### src/include/rip_pkg.sv
/*
  Constants shared by the real-time clock two-wire slave port.
  Assumes a single 200 MHz system clock domain.
*/
package rip_pkg;
  localparam logic [6:0] RIP_SLAVE_ADDR = 7'h68;
  localparam logic [7:0] RIP_ADDR_RST = 8'h00;
  localparam logic [3:0] RIP_BIT_LAST = 4'h7;
  localparam logic [3:0] RIP_BIT_ACK = 4'h8;
  localparam int RIP_CLK_MHZ = 200;
  localparam int RIP_FIFO_DEPTH = 16;
  typedef enum logic [2:0] {
    RIP_IDLE,
    RIP_ADDR,
    RIP_REG,
    RIP_WDATA,
    RIP_RDATA,
    RIP_PASS
  } rip_state_t;
endpackage : rip_pkg

### src/core/rip_fifo.sv
/*
  Small synchronous FIFO with valid/ready on both sides.
  Assumes one clock and a synchronous active-high reset.
*/
`timescale 1ns/1ps
`default_nettype none
module rip_fifo #(
  parameter int WIDTH = 16,
  parameter int DEPTH = 16
) (
  input wire logic clk_sys,
  input wire logic rst,
  input wire logic in_valid,
  output logic in_ready,
  input wire logic [WIDTH-1:0] in_data,
  output logic out_valid,
  input wire logic out_ready,
  output logic [WIDTH-1:0] out_data
);
  localparam int AW = $clog2(DEPTH);
  // Full and empty rely on a wrap bit, so only powers of two of two or more work.
  if (DEPTH < 2 || (1 << AW) != DEPTH) begin : g_bad_depth
    $error("rip_fifo DEPTH must be a power of two");
  end
  logic [WIDTH-1:0] mem [DEPTH];
  logic [AW:0] wr_q;
  logic [AW:0] rd_q;
  logic push;
  logic pop;

  // Full and empty come from the extra pointer bit.
  assign in_ready = (wr_q - rd_q) != (AW+1)'(DEPTH);
  assign out_valid = wr_q != rd_q;
  assign out_data = mem[rd_q[AW-1:0]];
  assign push = in_valid && in_ready;
  assign pop = out_valid && out_ready;

  // Pointer update.
  always_ff @(posedge clk_sys) begin
    if (rst) begin
      wr_q <= '0;
      rd_q <= '0;
    end else begin
      if (push) wr_q <= wr_q + 1'b1;
      if (pop) rd_q <= rd_q + 1'b1;
    end
  end

  // Storage is written without reset; only the pointers matter.
  always_ff @(posedge clk_sys) begin
    if (push) mem[wr_q[AW-1:0]] <= in_data;
  end
endmodule : rip_fifo
`default_nettype wire

### src/core/rip_slave.sv
/*
  Two-wire serial slave port giving an outside master access to the
  register space. Written bytes leave through a FIFO as address/data
  pairs; read data comes from a register-space read port.
  Assumes scl and sda arrive asynchronously and the register space
  answers reads combinationally from rd_addr.
*/
`timescale 1ns/1ps
`default_nettype none
// Operation
// - Start is sda falling with scl high; stop is sda rising with scl high.
// - A repeated start begins a new transfer exactly like a start.
// - Driven data changes only while scl is low.
// - Incoming bits are captured on the rising scl edge.
// - Outgoing bits are placed after the falling scl edge.
// - The device never holds scl low.
// - Ninth bit is acknowledge by receiver: 0 ack, 1 nack.
// - Written bytes are eight bits, msb first, acknowledged by device; this port nacks them while its FIFO is full.
// - Reads send eight bits msb first; nack ends and releases sda.
// - First byte after start is seven address bits plus read/write bit.
// - Only address bytes D0h and D1h are answered.
// - A mismatched address leaves the device passive until next start.
// - Byte after write address loads the address counter.
// - Any number of data bytes may follow in one write.
// - Reads start at the current address counter.
// - Dummy write then repeated start reads from the chosen register.
// - Reading continues while the master acknowledges.
module rip_slave
  import rip_pkg::*;
#(
  parameter int FIFO_DEPTH = rip_pkg::RIP_FIFO_DEPTH
) (
  input wire logic clk_sys,
  input wire logic rst,
  input wire logic scl_i,
  output logic scl_o,
  output logic scl_oe,
  input wire logic sda_i,
  output logic sda_o,
  output logic sda_oe,
  output logic wr_valid,
  input wire logic wr_ready,
  output logic [7:0] wr_addr,
  output logic [7:0] wr_data,
  output logic [7:0] rd_addr,
  input wire logic [7:0] rd_data,
  output logic rd_strobe,
  output logic busy
);
  import rip_pkg::*;

  // The buffer counts with a wrap bit, so it needs a power of two of two or more.
  if (FIFO_DEPTH < 2 || (1 << $clog2(FIFO_DEPTH)) != FIFO_DEPTH) begin : g_bad_depth
    $error("rip_slave FIFO_DEPTH must be a power of two, at least 2");
  end

  logic [1:0] scl_sync_q;
  logic [1:0] sda_sync_q;
  logic scl_prev_q;
  logic sda_prev_q;
  logic scl_rise;
  logic scl_fall;
  logic start_det;
  logic stop_det;
  rip_state_t state_q;
  logic [3:0] bit_q;
  logic [7:0] shift_q;
  logic [7:0] tx_q;
  logic [7:0] cnt_q;
  logic drive_q;
  logic ack_phase_q;
  logic fifo_in_valid;
  logic fifo_in_ready;
  logic [15:0] fifo_out_data;
  logic byte_done;
  logic [7:0] rx_byte;
  logic rd_strobe_q;
  logic busy_q;
  logic rd_next;

  // Two-stage synchronisers; the first stage feeds only the second.
  always_ff @(posedge clk_sys) begin
    if (rst) begin
      scl_sync_q <= 2'h3;
      sda_sync_q <= 2'h3;
      scl_prev_q <= 1'b1;
      sda_prev_q <= 1'b1;
    end else begin
      scl_sync_q <= {scl_sync_q[0], scl_i};
      sda_sync_q <= {sda_sync_q[0], sda_i};
      scl_prev_q <= scl_sync_q[1];
      sda_prev_q <= sda_sync_q[1];
    end
  end

  // Edge and condition decode on synchronised lines.
  assign scl_rise = scl_sync_q[1] && !scl_prev_q;
  assign scl_fall = !scl_sync_q[1] && scl_prev_q;
  assign start_det = scl_sync_q[1] && scl_prev_q && sda_prev_q && !sda_sync_q[1];
  assign stop_det = scl_sync_q[1] && scl_prev_q && !sda_prev_q && sda_sync_q[1];
  assign rx_byte = {shift_q[6:0], sda_sync_q[1]};
  assign byte_done = scl_rise && (bit_q == RIP_BIT_LAST);
  // A low ninth bit in a read asks for another byte. The address acknowledge
  // counts too, since the state has already turned to read by then.
  assign rd_next = scl_rise && bit_q == RIP_BIT_ACK && state_q == RIP_RDATA && !sda_sync_q[1];

  // The clock line is only ever observed, never pulled low.
  assign scl_o = 1'b0;
  assign scl_oe = 1'b0;

  // Bit counter: 0..7 data bits, 8 is the acknowledge slot.
  always_ff @(posedge clk_sys) begin
    if (rst || start_det || stop_det) begin
      bit_q <= 4'h0;
    end else if (scl_rise) begin
      bit_q <= (bit_q == RIP_BIT_ACK) ? 4'h0 : bit_q + 4'h1;
    end
  end

  // Receive shifter, msb first, sampled on rising scl.
  always_ff @(posedge clk_sys) begin
    if (rst) begin
      shift_q <= 8'h00;
    end else if (scl_rise && bit_q != RIP_BIT_ACK) begin
      shift_q <= rx_byte;
    end
  end

  // Protocol state machine.
  always_ff @(posedge clk_sys) begin
    if (rst) begin
      state_q <= RIP_IDLE;
    end else if (start_det) begin
      state_q <= RIP_ADDR;
    end else if (stop_det) begin
      state_q <= RIP_IDLE;
    end else if (scl_rise) begin
      unique case (state_q)
        RIP_IDLE: state_q <= RIP_IDLE;
        RIP_PASS: state_q <= RIP_PASS;
        RIP_ADDR: begin
          if (byte_done) begin
            if (rx_byte[7:1] != RIP_SLAVE_ADDR) state_q <= RIP_PASS;
            else if (rx_byte[0]) state_q <= RIP_RDATA;
            else state_q <= RIP_REG;
          end
        end
        RIP_REG: begin
          if (byte_done) state_q <= RIP_WDATA;
        end
        RIP_WDATA: state_q <= RIP_WDATA;
        RIP_RDATA: begin
          // A nack from the master parks the port until stop or start.
          if (bit_q == RIP_BIT_ACK && sda_sync_q[1]) state_q <= RIP_PASS;
        end
      endcase
    end
  end

  // Address counter: loaded by the register byte, stepped per data byte taken into the FIFO or fetched for a read.
  always_ff @(posedge clk_sys) begin
    if (rst) begin
      cnt_q <= RIP_ADDR_RST;
    end else if (byte_done && state_q == RIP_REG) begin
      cnt_q <= rx_byte;
    end else if (byte_done && state_q == RIP_WDATA && fifo_in_ready) begin
      cnt_q <= cnt_q + 8'h01;
    end else if (rd_next) begin
      // Stepping as each next byte is fetched leaves the counter just past the
      // last byte sent; the final nack fetches nothing, so it does not step.
      cnt_q <= cnt_q + 8'h01;
    end
  end

  // Written bytes go into the FIFO; a full FIFO makes the device nack.
  assign fifo_in_valid = byte_done && state_q == RIP_WDATA;

  // Acknowledge flag records whether the device should pull low in slot 9.
  always_ff @(posedge clk_sys) begin
    if (rst || start_det || stop_det) begin
      ack_phase_q <= 1'b0;
    end else if (byte_done) begin
      unique case (state_q)
        RIP_ADDR: ack_phase_q <= rx_byte[7:1] == RIP_SLAVE_ADDR;
        RIP_REG: ack_phase_q <= 1'b1;
        RIP_WDATA: ack_phase_q <= fifo_in_ready;
        default: ack_phase_q <= 1'b0;
      endcase
    end else if (scl_rise && bit_q == RIP_BIT_ACK) begin
      ack_phase_q <= 1'b0;
    end
  end

  // Read data is latched at the start of each byte so it stays stable.
  always_ff @(posedge clk_sys) begin
    if (rst) begin
      tx_q <= 8'h00;
      rd_strobe_q <= 1'b0;
    end else begin
      rd_strobe_q <= 1'b0;
      if (rd_next) begin
        tx_q <= rd_data;
        rd_strobe_q <= 1'b1;
      end else if (scl_rise && state_q == RIP_RDATA && bit_q != RIP_BIT_ACK) begin
        tx_q <= {tx_q[6:0], 1'b0};
      end
    end
  end

  // Drive is updated only on falling scl so sda never moves while scl is high.
  always_ff @(posedge clk_sys) begin
    if (rst || stop_det || start_det) begin
      drive_q <= 1'b0;
    end else if (scl_fall) begin
      if (bit_q == RIP_BIT_ACK) begin
        drive_q <= ack_phase_q;
      end else if (state_q == RIP_RDATA) begin
        drive_q <= !tx_q[7];
      end else begin
        drive_q <= 1'b0;
      end
    end
  end

  // Busy is high from a start to the stop, and drops once a wrong address or a read nack parks the port.
  always_ff @(posedge clk_sys) begin
    if (rst) begin
      busy_q <= 1'b0;
    end else begin
      busy_q <= state_q != RIP_IDLE && state_q != RIP_PASS;
    end
  end

  // Open drain: only ever pull low.
  assign sda_o = 1'b0;
  assign sda_oe = drive_q;
  assign rd_addr = cnt_q;
  assign rd_strobe = rd_strobe_q;
  assign busy = busy_q;

  // Buffer decouples bus timing from register-space back-pressure.
  rip_fifo #(
    .WIDTH(16),
    .DEPTH(FIFO_DEPTH)
  ) rip_fifo_i (
    .clk_sys(clk_sys),
    .rst(rst),
    .in_valid(fifo_in_valid),
    .in_ready(fifo_in_ready),
    .in_data({cnt_q, rx_byte}),
    .out_valid(wr_valid),
    .out_ready(wr_ready),
    .out_data(fifo_out_data)
  );
  assign wr_addr = fifo_out_data[15:8];
  assign wr_data = fifo_out_data[7:0];

  // Protocol checks on what this port drives and on its state, counters and read latch.

  AST_NO_SCL_DRIVE: assert property (@(posedge clk_sys) disable iff (rst) !scl_oe)
    else $error("scl driven");
  AST_SDA_HOLD: assert property (@(posedge clk_sys) disable iff (rst)
    (scl_sync_q[1] && scl_prev_q && !start_det && !stop_det) |-> $stable(sda_oe))
    else $error("sda moved while scl high");
  AST_STOP_IDLE: assert property (@(posedge clk_sys) disable iff (rst)
    stop_det |=> (state_q == RIP_IDLE && !sda_oe))
    else $error("stop did not idle");
  AST_START_ADDR: assert property (@(posedge clk_sys) disable iff (rst)
    start_det |=> (state_q == RIP_ADDR && bit_q == 4'h0))
    else $error("start not seen");
  AST_PASSIVE: assert property (@(posedge clk_sys) disable iff (rst)
    state_q == RIP_PASS |-> !drive_q)
    else $error("passive port drives");
  AST_REG_LOAD: assert property (@(posedge clk_sys) disable iff (rst)
    (byte_done && state_q == RIP_REG) |=> cnt_q == $past(rx_byte))
    else $error("counter not loaded");
  AST_CNT_STEP: assert property (@(posedge clk_sys) disable iff (rst)
    (byte_done && state_q == RIP_WDATA && fifo_in_ready) |=> cnt_q == $past(cnt_q) + 8'h01)
    else $error("counter not stepped");
  AST_BAD_ADDR: assert property (@(posedge clk_sys) disable iff (rst)
    (byte_done && state_q == RIP_ADDR && rx_byte[7:1] != RIP_SLAVE_ADDR && !start_det && !stop_det)
    |=> state_q == RIP_PASS)
    else $error("wrong address accepted");
  AST_RD_STEP: assert property (@(posedge clk_sys) disable iff (rst)
    rd_next |=> cnt_q == $past(cnt_q) + 8'h01)
    else $error("read counter not stepped");
  AST_RD_LOAD: assert property (@(posedge clk_sys) disable iff (rst)
    rd_next |=> (rd_strobe_q && tx_q == $past(rd_data)))
    else $error("read byte not latched");
  AST_RD_NACK: assert property (@(posedge clk_sys) disable iff (rst)
    (scl_rise && bit_q == RIP_BIT_ACK && state_q == RIP_RDATA && sda_sync_q[1])
    |=> (state_q == RIP_PASS && $stable(cnt_q)))
    else $error("read nack not honoured");
endmodule : rip_slave
`default_nettype wire

### config.mk
export PLATFORM = sky130hd
export DESIGN_NAME = rip_slave
export DESIGN_NICKNAME = d
export VERILOG_FILES = /design/src/include/rip_pkg.sv /design/src/core/rip_fifo.sv /design/src/core/rip_slave.sv
export SDC_FILE = /design/constraint.sdc
export NUM_CORES = 1
export LEC_CHECK = 0
export ABC_AREA = 1
export BUFFER_PORTS_ARGS = -buffer_cell sky130_fd_sc_hd__buf_2
export CORE_UTILIZATION = 60
export CTS_CLUSTER_SIZE = 14
export DETAILED_ROUTE_END_ITERATION = 8
export PLACE_DENSITY = 0.77
export SLEW_MARGIN = 25
export SYNTH_ARGS = -nofsm -noshare
export SYNTH_HDL_FRONTEND = slang
export SYNTH_HIERARCHICAL = 1
export SYNTH_SLANG_ARGS = --single-unit
### constraint.sdc
create_clock -name clk_sys -period 4.25 [get_ports clk_sys]
set_input_delay 0.85 -clock clk_sys [delete_from_list [all_inputs] [get_ports clk_sys]]
set_output_delay 0.85 -clock clk_sys [all_outputs]
set_load 0.01 [all_outputs]
==> run summary, run 1 <==
Outcome: finished, final reports clean
Slew at the pin with the worst max-slew slack: 1.028 ns
Max Buffers Root-to-Sink: 3
Root Buffer: clkbuf_16
GRT Resource Usage Total: 26.92%
Ports: 44
Setup ws final: 0.5173 ns
Max transition margin: 31.47%
Fmax: 267.9 MHz
CP Data Required Time: 3.40 ns
Fin. Hold Viols: 0
Diode count: 0
Synth Area per Inst: 11.48 sq um
Crit start category: flip-flop
Port-buffer cells: 40
CP Capture Type: output pin
Setup tns final: 0 ns
Post-Syn Instances: 1125
DP HPWL: 16.47 mm
Worst Hold Class: flip-flop to flip-flop
Die Wd: 148.7 um
WS Path Type: flip-flop to output pin
Largest net degree at the start of global routing: 103
Share of layout cells above drive strength 1: 13.23%
Post-synth ARST share: 0%
Hold Buf Count CTS: 0
Worst ir drop on vdd: 0.2465 mV
Avg WL per Cell: 19.97 um
Design area: 14390 sq um
Critical path cell sequence: buf_4, o21ai_0, o221ai_1, o211ai_1, nand2_1, buf_2
Full die area: 22110 sq um
Area Growth Syn to Fin: 11.41%
Gr ovfl total: 0
Initial Util: 61.24%
Fin util: 68.23%
Via count: 8653
Initial DRC count: 937
Hold WS: 0.4070 ns
Routed Antenna Nets: 0
Post-CTS Setup Bufs: 0
Fin crit share: 87.83%
1st-pass router iterations: 5
Post-Place Cell Area: 13430 sq um
Maxcap violations: 0
TritonCTS clock tree: done
GPL Wtd Cong: 0.8530
Nets: 1191
Vias in the first global route: 8228
Area of the mapped netlist: 12910 sq um
Post-synthesis sequential area ratio: 67.90%
Fin. max-slew vios: 0
Setup violators final: 0
Die H: 148.7 um
Placement Setup Slack: 1.156 ns
H-tree depth: 1
CTS clk-pin slew, worst paths: 0.06 ns
First-pass GRT wire length: 45.08 mm
Top_reg_cell synth: edfxtp_1
Top cell type's share of synthesized area: 59.53%
Crit path max fanout: 102
EDFF count, synth: 256
# DRC: 0
RSZ-0062 raised after global routing: false
Via density: 5.919
CTS Sinks: 310
Post-synth top area cell: edfxtp_1
Leakage power total: 0.004816 uW
Worst path slowest cell: buf_4
Initial antenna violation count: 0
Critical path's largest stage delay: 0.77 ns
Final WL: 29.20 mm
Cts bufs inserted: 30
Synth top area cells: edfxtp_1, dfxtp_1, o21ai_0
CTS resizes: 0
Library cells used by synthesis: 38
Std-Cell Rows: 53
Core area: 21090 sq um
Crit path DAT: 2.88 ns
Yosys warns: 6
FF+latch count, synth: 310
Clk_skew: 0.01246 ns
Worst-Skew Late Latency: 0.55 ns
P per Cell Area: 436.3 nW/um^2
Final worst path period need: 3.733 ns
[layout make-up]
| cell class | count | area [sq um] |
|---|---|---|
| sequential | 310 | 8775 |
| fill | 1519 | 6700 |
| multi-input combinational | 680 | 3618 |
| clock buffer | 44 | 874.6 |
| timing repair buffer | 65 | 400.4 |
| tap | 275 | 344.1 |
| inverter | 77 | 290.3 |
| clock inverter | 11 | 85.08 |
[per-stage QoR]
stage	cells	total power (uW)
4_1_cts	1462	6297
3_5_place_dp	1407	3779
5_1_grt	1462	6464
2_1_floorplan	1127	3668
3_3_place_gp	1407	3766
6_report	1462	6277
[kinds of logic (layout without fill, tap and decap cells)]
| logic type | after synthesis | count (layout) | synth area share [%] |
|---|---|---|---|
| fa+ha+maj | 14 | 14 | 1.356 |
| compound gates | 288 | 288 | 13.12 |
| simple gates | 368 | 368 | 12.44 |
| other cells | 1 | 3 | 0.02904 |
| buf+inv | 137 | 197 | 4.680 |
| xor+xnor | 7 | 7 | 0.4748 |
| flops | 310 | 310 | 67.90 |
[registers in the layout, summed over array words and instances, names as in the netlist, 2 cells and up, named ones only]
| name | flops |
|---|---|
| bit_q | 4 |
| rd_addr | 8 |
| rip_fifo_i/mem | 256 |
| rip_fifo_i/rd_q | 5 |
| rip_fifo_i/wr_q | 5 |
| scl_sync_q | 2 |
| sda_sync_q | 2 |
| shift_q | 7 |
| state_q | 3 |
| tx_q | 8 |
[worst paths after layout]
check                                       start                               to  slack [ns]  depth (start not counted)
setup / recovery                        flip-flop                       wr_data[1]        0.52                          6
hold / removal           scl_sync_q[0]$_SDFF_PP1_         scl_sync_q[1]$_SDFF_PP1_        0.41                          1
setup reg to reg  rip_fifo_i/rd_q[2]$_SDFFE_PP0N_  rip_fifo_i/mem[8][10]$_DFFE_PP_        1.44                         12
hold reg to reg          scl_sync_q[0]$_SDFF_PP1_         scl_sync_q[1]$_SDFF_PP1_        0.41                          1
[layer usage]
metal  GRT usage (%)  wire length, um  up-vias
met3           4.202             2501       48
met1           36.58            11930     4121
li1                -                -     4122
met2           44.49            14130      362
met5               0                0        -
met4           8.969              643        0
[critical path, delay by kind of cell (launching register included)]
kind	cells	cell delay, ns
buffers and inverters	2	0.90
AOI/OAI and AO/OA	3	0.68
DFF	1	0.52
and+or+nand+nor	1	0.10
[synth_stat cells, types with 2 or more instances]
cell type  number
nand2_1       105
buf_2          14
buf_6           4
o211ai_1       23
inv_2           7
a21oi_1        35
nor2_1        171
o21ai_0       159
clkinv_1        2
o22ai_1        19
nor3_2          2
nand3_1        48
xor2_1          3
o221ai_1       41
a31oi_1         2
nor3_1         17
dfxtp_1        54
inv_1          68
clkbuf_2        4
o21a_1          6
or2_2           4
buf_4          10
xnor2_1         4
nand4_1         3
o21ai_1         3
clkbuf_1       27
edfxtp_1      256
nor2_2          2
nor2_4          5
ha_1           14
nand3_2         3
nand2_4         4
[where the power goes]
part / internal, uW / switching (uW) / total [uW]
clock: 1480 / 1080 / 2560
combinational: 133 / 290 / 423
sequential: 3270 / 29.2 / 3290
total: 4880 / 1400 / 6280
[cells in the final DEF, fill, tap and decap left out, types with 2 or more instances in the layout]
cell type / instances
edfxtp_1: 256
nor2_1: 171
o21ai_0: 159
nand2_1: 105
inv_1: 68
dfxtp_1: 51
nand3_1: 48
o221ai_1: 41
buf_2: 40
a21oi_1: 35
clkbuf_16: 31
buf_4: 24
o211ai_1: 23
o22ai_1: 19
nor3_2: 16
ha_1: 14
clkbuf_1: 8
clkinv_2: 8
inv_2: 6
o21a_1: 6
nor2_4: 5
clkbuf_8: 5
nand2_4: 4
or2_2: 4
xnor2_1: 4
nand3_2: 3
nor3_1: 3
nand4_1: 3
xor2_1: 3
conb_1: 3
clkinv_1: 3
o21ai_1: 3
a31oi_1: 2
nor2_2: 2
dfxtp_2: 2
Power figures use the tool's default switching activity.
==> run 2: changes to the inputs <==
Settings changed: CORE_UTILIZATION 60 to 50, PLACE_DENSITY 0.77 to 0.66, SETUP_SLACK_MARGIN set to 0.15.
==> run 2 against run 1 <==
Register-to-register slack gained 0.02 ns. Die area up 20%. Clock-buffer cell count shrank 7. Cell area up 1.8%. Critical endpoint is now wr_addr[4]. Largest cell class unchanged. Highest routed layer unchanged.
==> run summary, run 2 (same netlist as run 1, synthesis figures left out) <==
Commonest non-fill, non-tap cell in the layout: edfxtp_1
Post-Place Cell Area: 13590 sq um (+1.2%)
CP Capture Type: output pin
Cts bufs inserted: 31 (+3.3%)
Ports: 44 (unchanged)
Port-buffer cells: 40 (unchanged)
Leakage power total: 0.004919 uW (+2.1%)
Setup ws final: 0.7945 ns (+0.2772 ns)
Outcome: finished, final reports clean
1st-pass router iterations: 5 (unchanged)
DP HPWL: 17.83 mm (+8.3%)
Avg WL per Cell: 19.97 um (about the same)
Placement Setup Slack: 1.390 ns (+0.2334 ns)
Routed Antenna Nets: 0 (unchanged)
Nets: 1201 (+0.84%)
Root Buffer: clkbuf_16
Maxcap violations: 0 (unchanged)
Sw Pwr: 1455 uW (+4.0%)
Placed Cells incl. Taps: 1471 (+4.5%)
Fin crit share: 81.31% (-6.5 points)
Die H: 162.7 um (+9.4%)
Fin. max-slew vios: 0 (unchanged)
Internal power: 5101 uW (+4.6%)
Vias in the first global route: 8113 (-1.4%)
Area Growth Syn to Fin: 13.38%
Full die area: 26470 sq um (+20%)
Slew at the pin with the worst max-slew slack: 1.009 ns (-0.01924 ns)
Largest net degree at the start of global routing: 93 (-9.7%)
Final WL: 30.51 mm (+4.5%)
Via count: 8777 (+1.4%)
TritonCTS clock tree: done
Worst-Skew Late Latency: 0.56 ns (about the same)
Non-filler cells in the finished layout: 1528 (+4.5%)
Max Buffers Root-to-Sink: 3 (unchanged)
Worst Hold Class: flip-flop to flip-flop
Power share of the combinational group: 6.6% (about the same)
Worst ir drop on vdd: 0.3281 mV (+33%)
Core area: 25250 sq um (+20%)
Most frequent cells in the layout: edfxtp_1, nor2_1, o21ai_0
Post-CTS Setup Bufs: 0 (unchanged)
H-tree depth: 1 (unchanged)
CTS Sinks: 310 (unchanged)
Crit path DAT: 2.61 ns (-0.27 ns)
Initial antenna violation count: 0 (unchanged)
Clock power share: 43.0% (+2.2 points)
Std-Cell Rows: 58 (+9.4%)
WS Path Type: flip-flop to output pin
GPL Wtd Cong: 0.7935 (-7.0%)
Hold Buf Count CTS: 0 (unchanged)
P per Cell Area: 447.7 nW/um^2 (+2.6%)
Final worst path period need: 3.456 ns (-0.2772 ns)
CTS clk-pin slew, worst paths: 0.06 ns (about the same)
Initial DRC count: 963 (+2.8%)
CTS resizes: 0 (unchanged)
Design area: 14640 sq um (+1.8%)
CP Data Required Time: 3.40 ns (about the same)
Fmax: 289.4 MHz (+8.0%)
Setup tns final: 0 ns (unchanged)
Crit start category: flip-flop
Fin. Hold Viols: 0 (unchanged)
Clk_skew: 0.01575 ns (+0.003287 ns)
Fin util: 57.98% (-10 points)
Crit path max fanout: 53 (-48%)
Initial Util: 51.13% (-10 points)
First-pass GRT wire length: 46.80 mm (+3.8%)
# DRC: 0 (unchanged)
Setup violators final: 0 (unchanged)
Share of layout cells above drive strength 1: 13.86% (+0.63 points)
Max transition margin: 32.65% (+1.2 points)
GRT Resource Usage Total: 23.26% (-3.7 points)
Max reg flops: 256 (unchanged)
RSZ-0062 raised after global routing: false
Sequential share of power: 50.3% (-2.2 points)
Diode count: 0 (unchanged)
Sw frac: 22.19% (-0.097 points)
Via density: 5.744 (-2.9%)
Gr ovfl total: 0 (unchanged)
Die Wd: 162.7 um (+9.4%)
-- run 2: changes by cell type in the layout (fill, tap and decap cells not counted), sizes merged --
cell      before  now
bufinv         1    6
buf           65   74
clkinv        12   14
clkbuf        44   37
inv           74   75
clkinvlp       1    2
-- run 2: critical path: stages (launching register included) --
cell and delay (ns):
dfxtp_2 0.32, inv_2 0.72, o21ai_0 0.27, o221ai_1 0.31, o211ai_1 0.16, nand2_1 0.11, buf_2 0.13
-- run 2: path summary, 6_finish.rpt --
path	from	endpoint	cells past startpoint	slack (ns)
hold reg to reg	sda_sync_q[0]$_SDFF_PP1_	sda_sync_q[1]$_SDFF_PP1_	1	0.41
setup / recovery	flip-flop	wr_addr[4]	6	0.79
hold / removal	sda_sync_q[0]$_SDFF_PP1_	sda_sync_q[1]$_SDFF_PP1_	1	0.41
setup reg to reg	rip_fifo_i/rd_q[1]$_SDFFE_PP0N_	rip_fifo_i/mem[9][7]$_DFFE_PP_	12	1.46
-- run 2: per-layer routing --
layer,wire [um],up-vias,track usage (%)
li1,-,4137,-
met1,13370,4291,32.87
met2,14600,311,37.95
met3,2057,38,3.285
met4,477,0,5.820
met5,0,-,0
-- run 2: power by group through the flow --
stage / Sequential (uW) / Clock, uW / Combinational [uW]
floorplan: 3340 / 0 / 324
global placement: 3360 / 0 / 428
detailed placement: 3370 / 0 / 434
CTS: 3300 / 2860 / 436
global route: 3300 / 2980 / 482
finish: 3300 / 2820 / 435
-- run 2: area by class of cell --
cell class	count	area [sq um]
Multi-Input combinational cell	680	3631
Timing Repair Buffer	74	480.5
Clock buffer	37	798.3
Inverter	77	290.3
Sequential cell	310	8775
Fill cell	2073	10610
Tap cell	330	412.9
Clock inverter	20	254.0
-- run 2: through the flow --
step           power (uW)  hold slack [ns]
6_report             6555           0.4074
5_1_grt              6761           0.4203
4_1_cts              6594           0.4085
3_5_place_dp         3799           0.3938
3_3_place_gp         3792           0.3940
2_1_floorplan        3668           0.3895
==> run 3: changes to the inputs <==
Clock period 4.25 ns to 3.4 ns, I/O delays scaled along.
==> run 3 against run 2 <==
Worst hold slack got worse by 0.090 ns. Core utilization increased by 0.16 points. Critical path depth increased by 1. Register-to-register slack got worse by 0.62 ns. Final cell count increased by 0.20%. Non-clock buffer count increased by 3. Global-route usage decreased by 0.25 points. Cell area increased by 0.27%. Via count decreased by 0.38%. Routed wire length decreased by 0.49%. Die area unchanged. Total power increased by 22%. Highest routed layer unchanged.
==> run summary, run 3 (same netlist as run 1, synthesis figures left out) <==
Most frequent cells in the layout: edfxtp_1, nor2_1, o21ai_0
Post-Place Cell Area: 13690 sq um (+0.72%)
Fin. Hold Viols: 0 (unchanged)
Max transition margin: 44.61% (+12 points)
Setup violators final: 0 (unchanged)
Final worst path period need: 3.055 ns
DP HPWL: 17.30 mm (-3.0%)
Avg WL per Cell: 19.83 um (-0.69%)
Post-CTS Setup Bufs: 0 (unchanged)
Fillers: 2083 (+0.48%)
GRT Resource Usage Total: 23.01% (-0.25 points)
Final WL: 30.36 mm (-0.49%)
Setup tns final: 0 ns (unchanged)
Power share of the combinational group: 7.2% (+0.6 points)
Diode count: 0 (unchanged)
Internal power: 6241 uW (+22%)
TritonCTS clock tree: done
CP Data Required Time: 2.72 ns (-0.68 ns)
Critical path's largest stage delay: 0.38 ns (-0.34 ns)
Fin crit share: 89.86%
Via count: 8744 (-0.38%)
Initial antenna violation count: 0 (unchanged)
Initial Util: 51.13% (unchanged)
Routed Antenna Nets: 0 (unchanged)
Sw Pwr: 1780 uW (+22%)
Hold Buf Count CTS: 0 (unchanged)
Maxcap violations: 0 (unchanged)
Commonest non-fill, non-tap cell in the layout: edfxtp_1
Slew at the pin with the worst max-slew slack: 0.8298 ns (-0.1790 ns)
Die Wd: 162.7 um (unchanged)
Critical path cell sequence: clkinv_2, buf_12, o21ai_0, o221ai_1, o211ai_1, nand2_1, buf_2
Crit path max-delay family: buffers and inverters
Worst ir drop on vdd: 0.4416 mV (+35%)
Leakage power total: 0.004934 uW (+0.32%)
Worst path slowest cell: clkinv_2
Sw frac: 22.19% (about the same)
CTS resizes: 0 (unchanged)
CTS clk-pin slew, worst paths: 0.06 ns (about the same)
Initial DRC count: 805 (-16%)
Std-Cell Rows: 58 (unchanged)
Root Buffer: clkbuf_16
Crit start category: flip-flop
Largest net degree at the start of global routing: 129 (+39%)
Core area: 25250 sq um (unchanged)
CP Capture Type: output pin
Area Growth Syn to Fin: 13.69%
Worst Hold Class: primary input to flip-flop
# DRC: 0 (unchanged)
Sequential share of power: 51.2% (+0.9 points)
Nets: 1204 (+0.25%)
RSZ-0062 raised after global routing: false
H-tree depth: 1 (unchanged)
GPL Wtd Cong: 0.8388 (+5.7%)
Worst-Skew Late Latency: 0.55 ns (about the same)
Gr ovfl total: 0 (unchanged)
First-pass GRT wire length: 46.46 mm (-0.72%)
Clk_skew: 0.01144 ns (-0.004307 ns)
Design area: 14680 sq um (+0.27%)
Ports: 44 (unchanged)
CTS Sinks: 310 (unchanged)
Vias in the first global route: 8214 (+1.2%)
Fmax: 327.3 MHz
Port-buffer cells: 40 (unchanged)
Share of layout cells above drive strength 1: 13.74% (-0.12 points)
Outcome: finished, final reports clean
Fin. max-slew vios: 0 (unchanged)
P per Cell Area: 546.3 nW/um^2 (+22%)
1st-pass router iterations: 5 (unchanged)
Full die area: 26470 sq um (unchanged)
WP buf/inv: 3 (+1)
Crit path max fanout: 31 (-42%)
Max reg flops: 256 (unchanged)
Clock power share: 41.6% (-1.4 points)
Max Buffers Root-to-Sink: 3 (unchanged)
Via density: 5.711 (-0.57%)
Cts bufs inserted: 31 (unchanged)
Crit path DAT: 2.38 ns (-0.23 ns)
Die H: 162.7 um (unchanged)
WS Path Type: flip-flop to output pin
run 3: cell count changes in the layout (fill, tap and decap cells not counted):
cell	delta
clkinv_2	-1
buf_4	-3
clkbuf_1	+1
buf_12	+6
clkinvlp_4	-1
clkinv_1	+3
bufinv_16	-2
run 3: final timing paths:
kind | from | to | slack (ns) | depth (start not counted)
worst max-delay path | flip-flop | wr_addr[1] | 0.34 | 7
worst max register to register | rip_fifo_i/rd_q[1]$_SDFFE_PP0N_ | rip_fifo_i/mem[5][0]$_DFFE_PP_ | 0.84 | 12
worst min register to register | scl_sync_q[0]$_SDFF_PP1_ | scl_sync_q[1]$_SDFF_PP1_ | 0.41 | 1
worst min-delay path | scl_i | scl_sync_q[0]$_SDFF_PP1_ | 0.32 | 2
run 3: power by group through the flow:
stage               Combinational (uW)  Sequential (uW)  Clock [uW]
CTS                                580             4110        3400
global placement                   571             4190           0
finish                             579             4110        3330
detailed placement                 578             4190           0
floorplan                          404             4180           0
global route                       641             4110        3540
run 3: per-stage QoR:
stage               power [uW]  hold slack (ns)  setup slack (ns)  utilization, %  std cells
global route              8290           0.2958            0.1756           58.14       1531
CTS                       8086           0.2927            0.3255           58.14       1531
detailed placement        4767           0.3963            0.8651           54.20       1474
global placement          4758           0.3919            0.8812           54.20       1474
floorplan                 4585           0.3895            0.2533               -       1127
finish                    8021           0.3173            0.3447           58.14       1531
run 3: final cells by class:
cell class	count	area (sq um)	area share, %
clock buffers	38	802.0	5.463
clock inverters	19	192.7	1.312
inverters	77	290.3	1.977
multi-input cells	680	3631	24.73
flip-flops and latches	310	8775	59.77
well taps	330	412.9	2.812
repair buffers	77	578.1	3.937
run 3: layer usage:
metal | vias up | wire length (um) | track usage, %
met1 | 4274 | 13250 | 32.21
li1 | 4152 | - | -
met5 | - | 0 | 0
met3 | 55 | 2001 | 3.540
met4 | 0 | 924 | 7.519
met2 | 263 | 14180 | 36.85
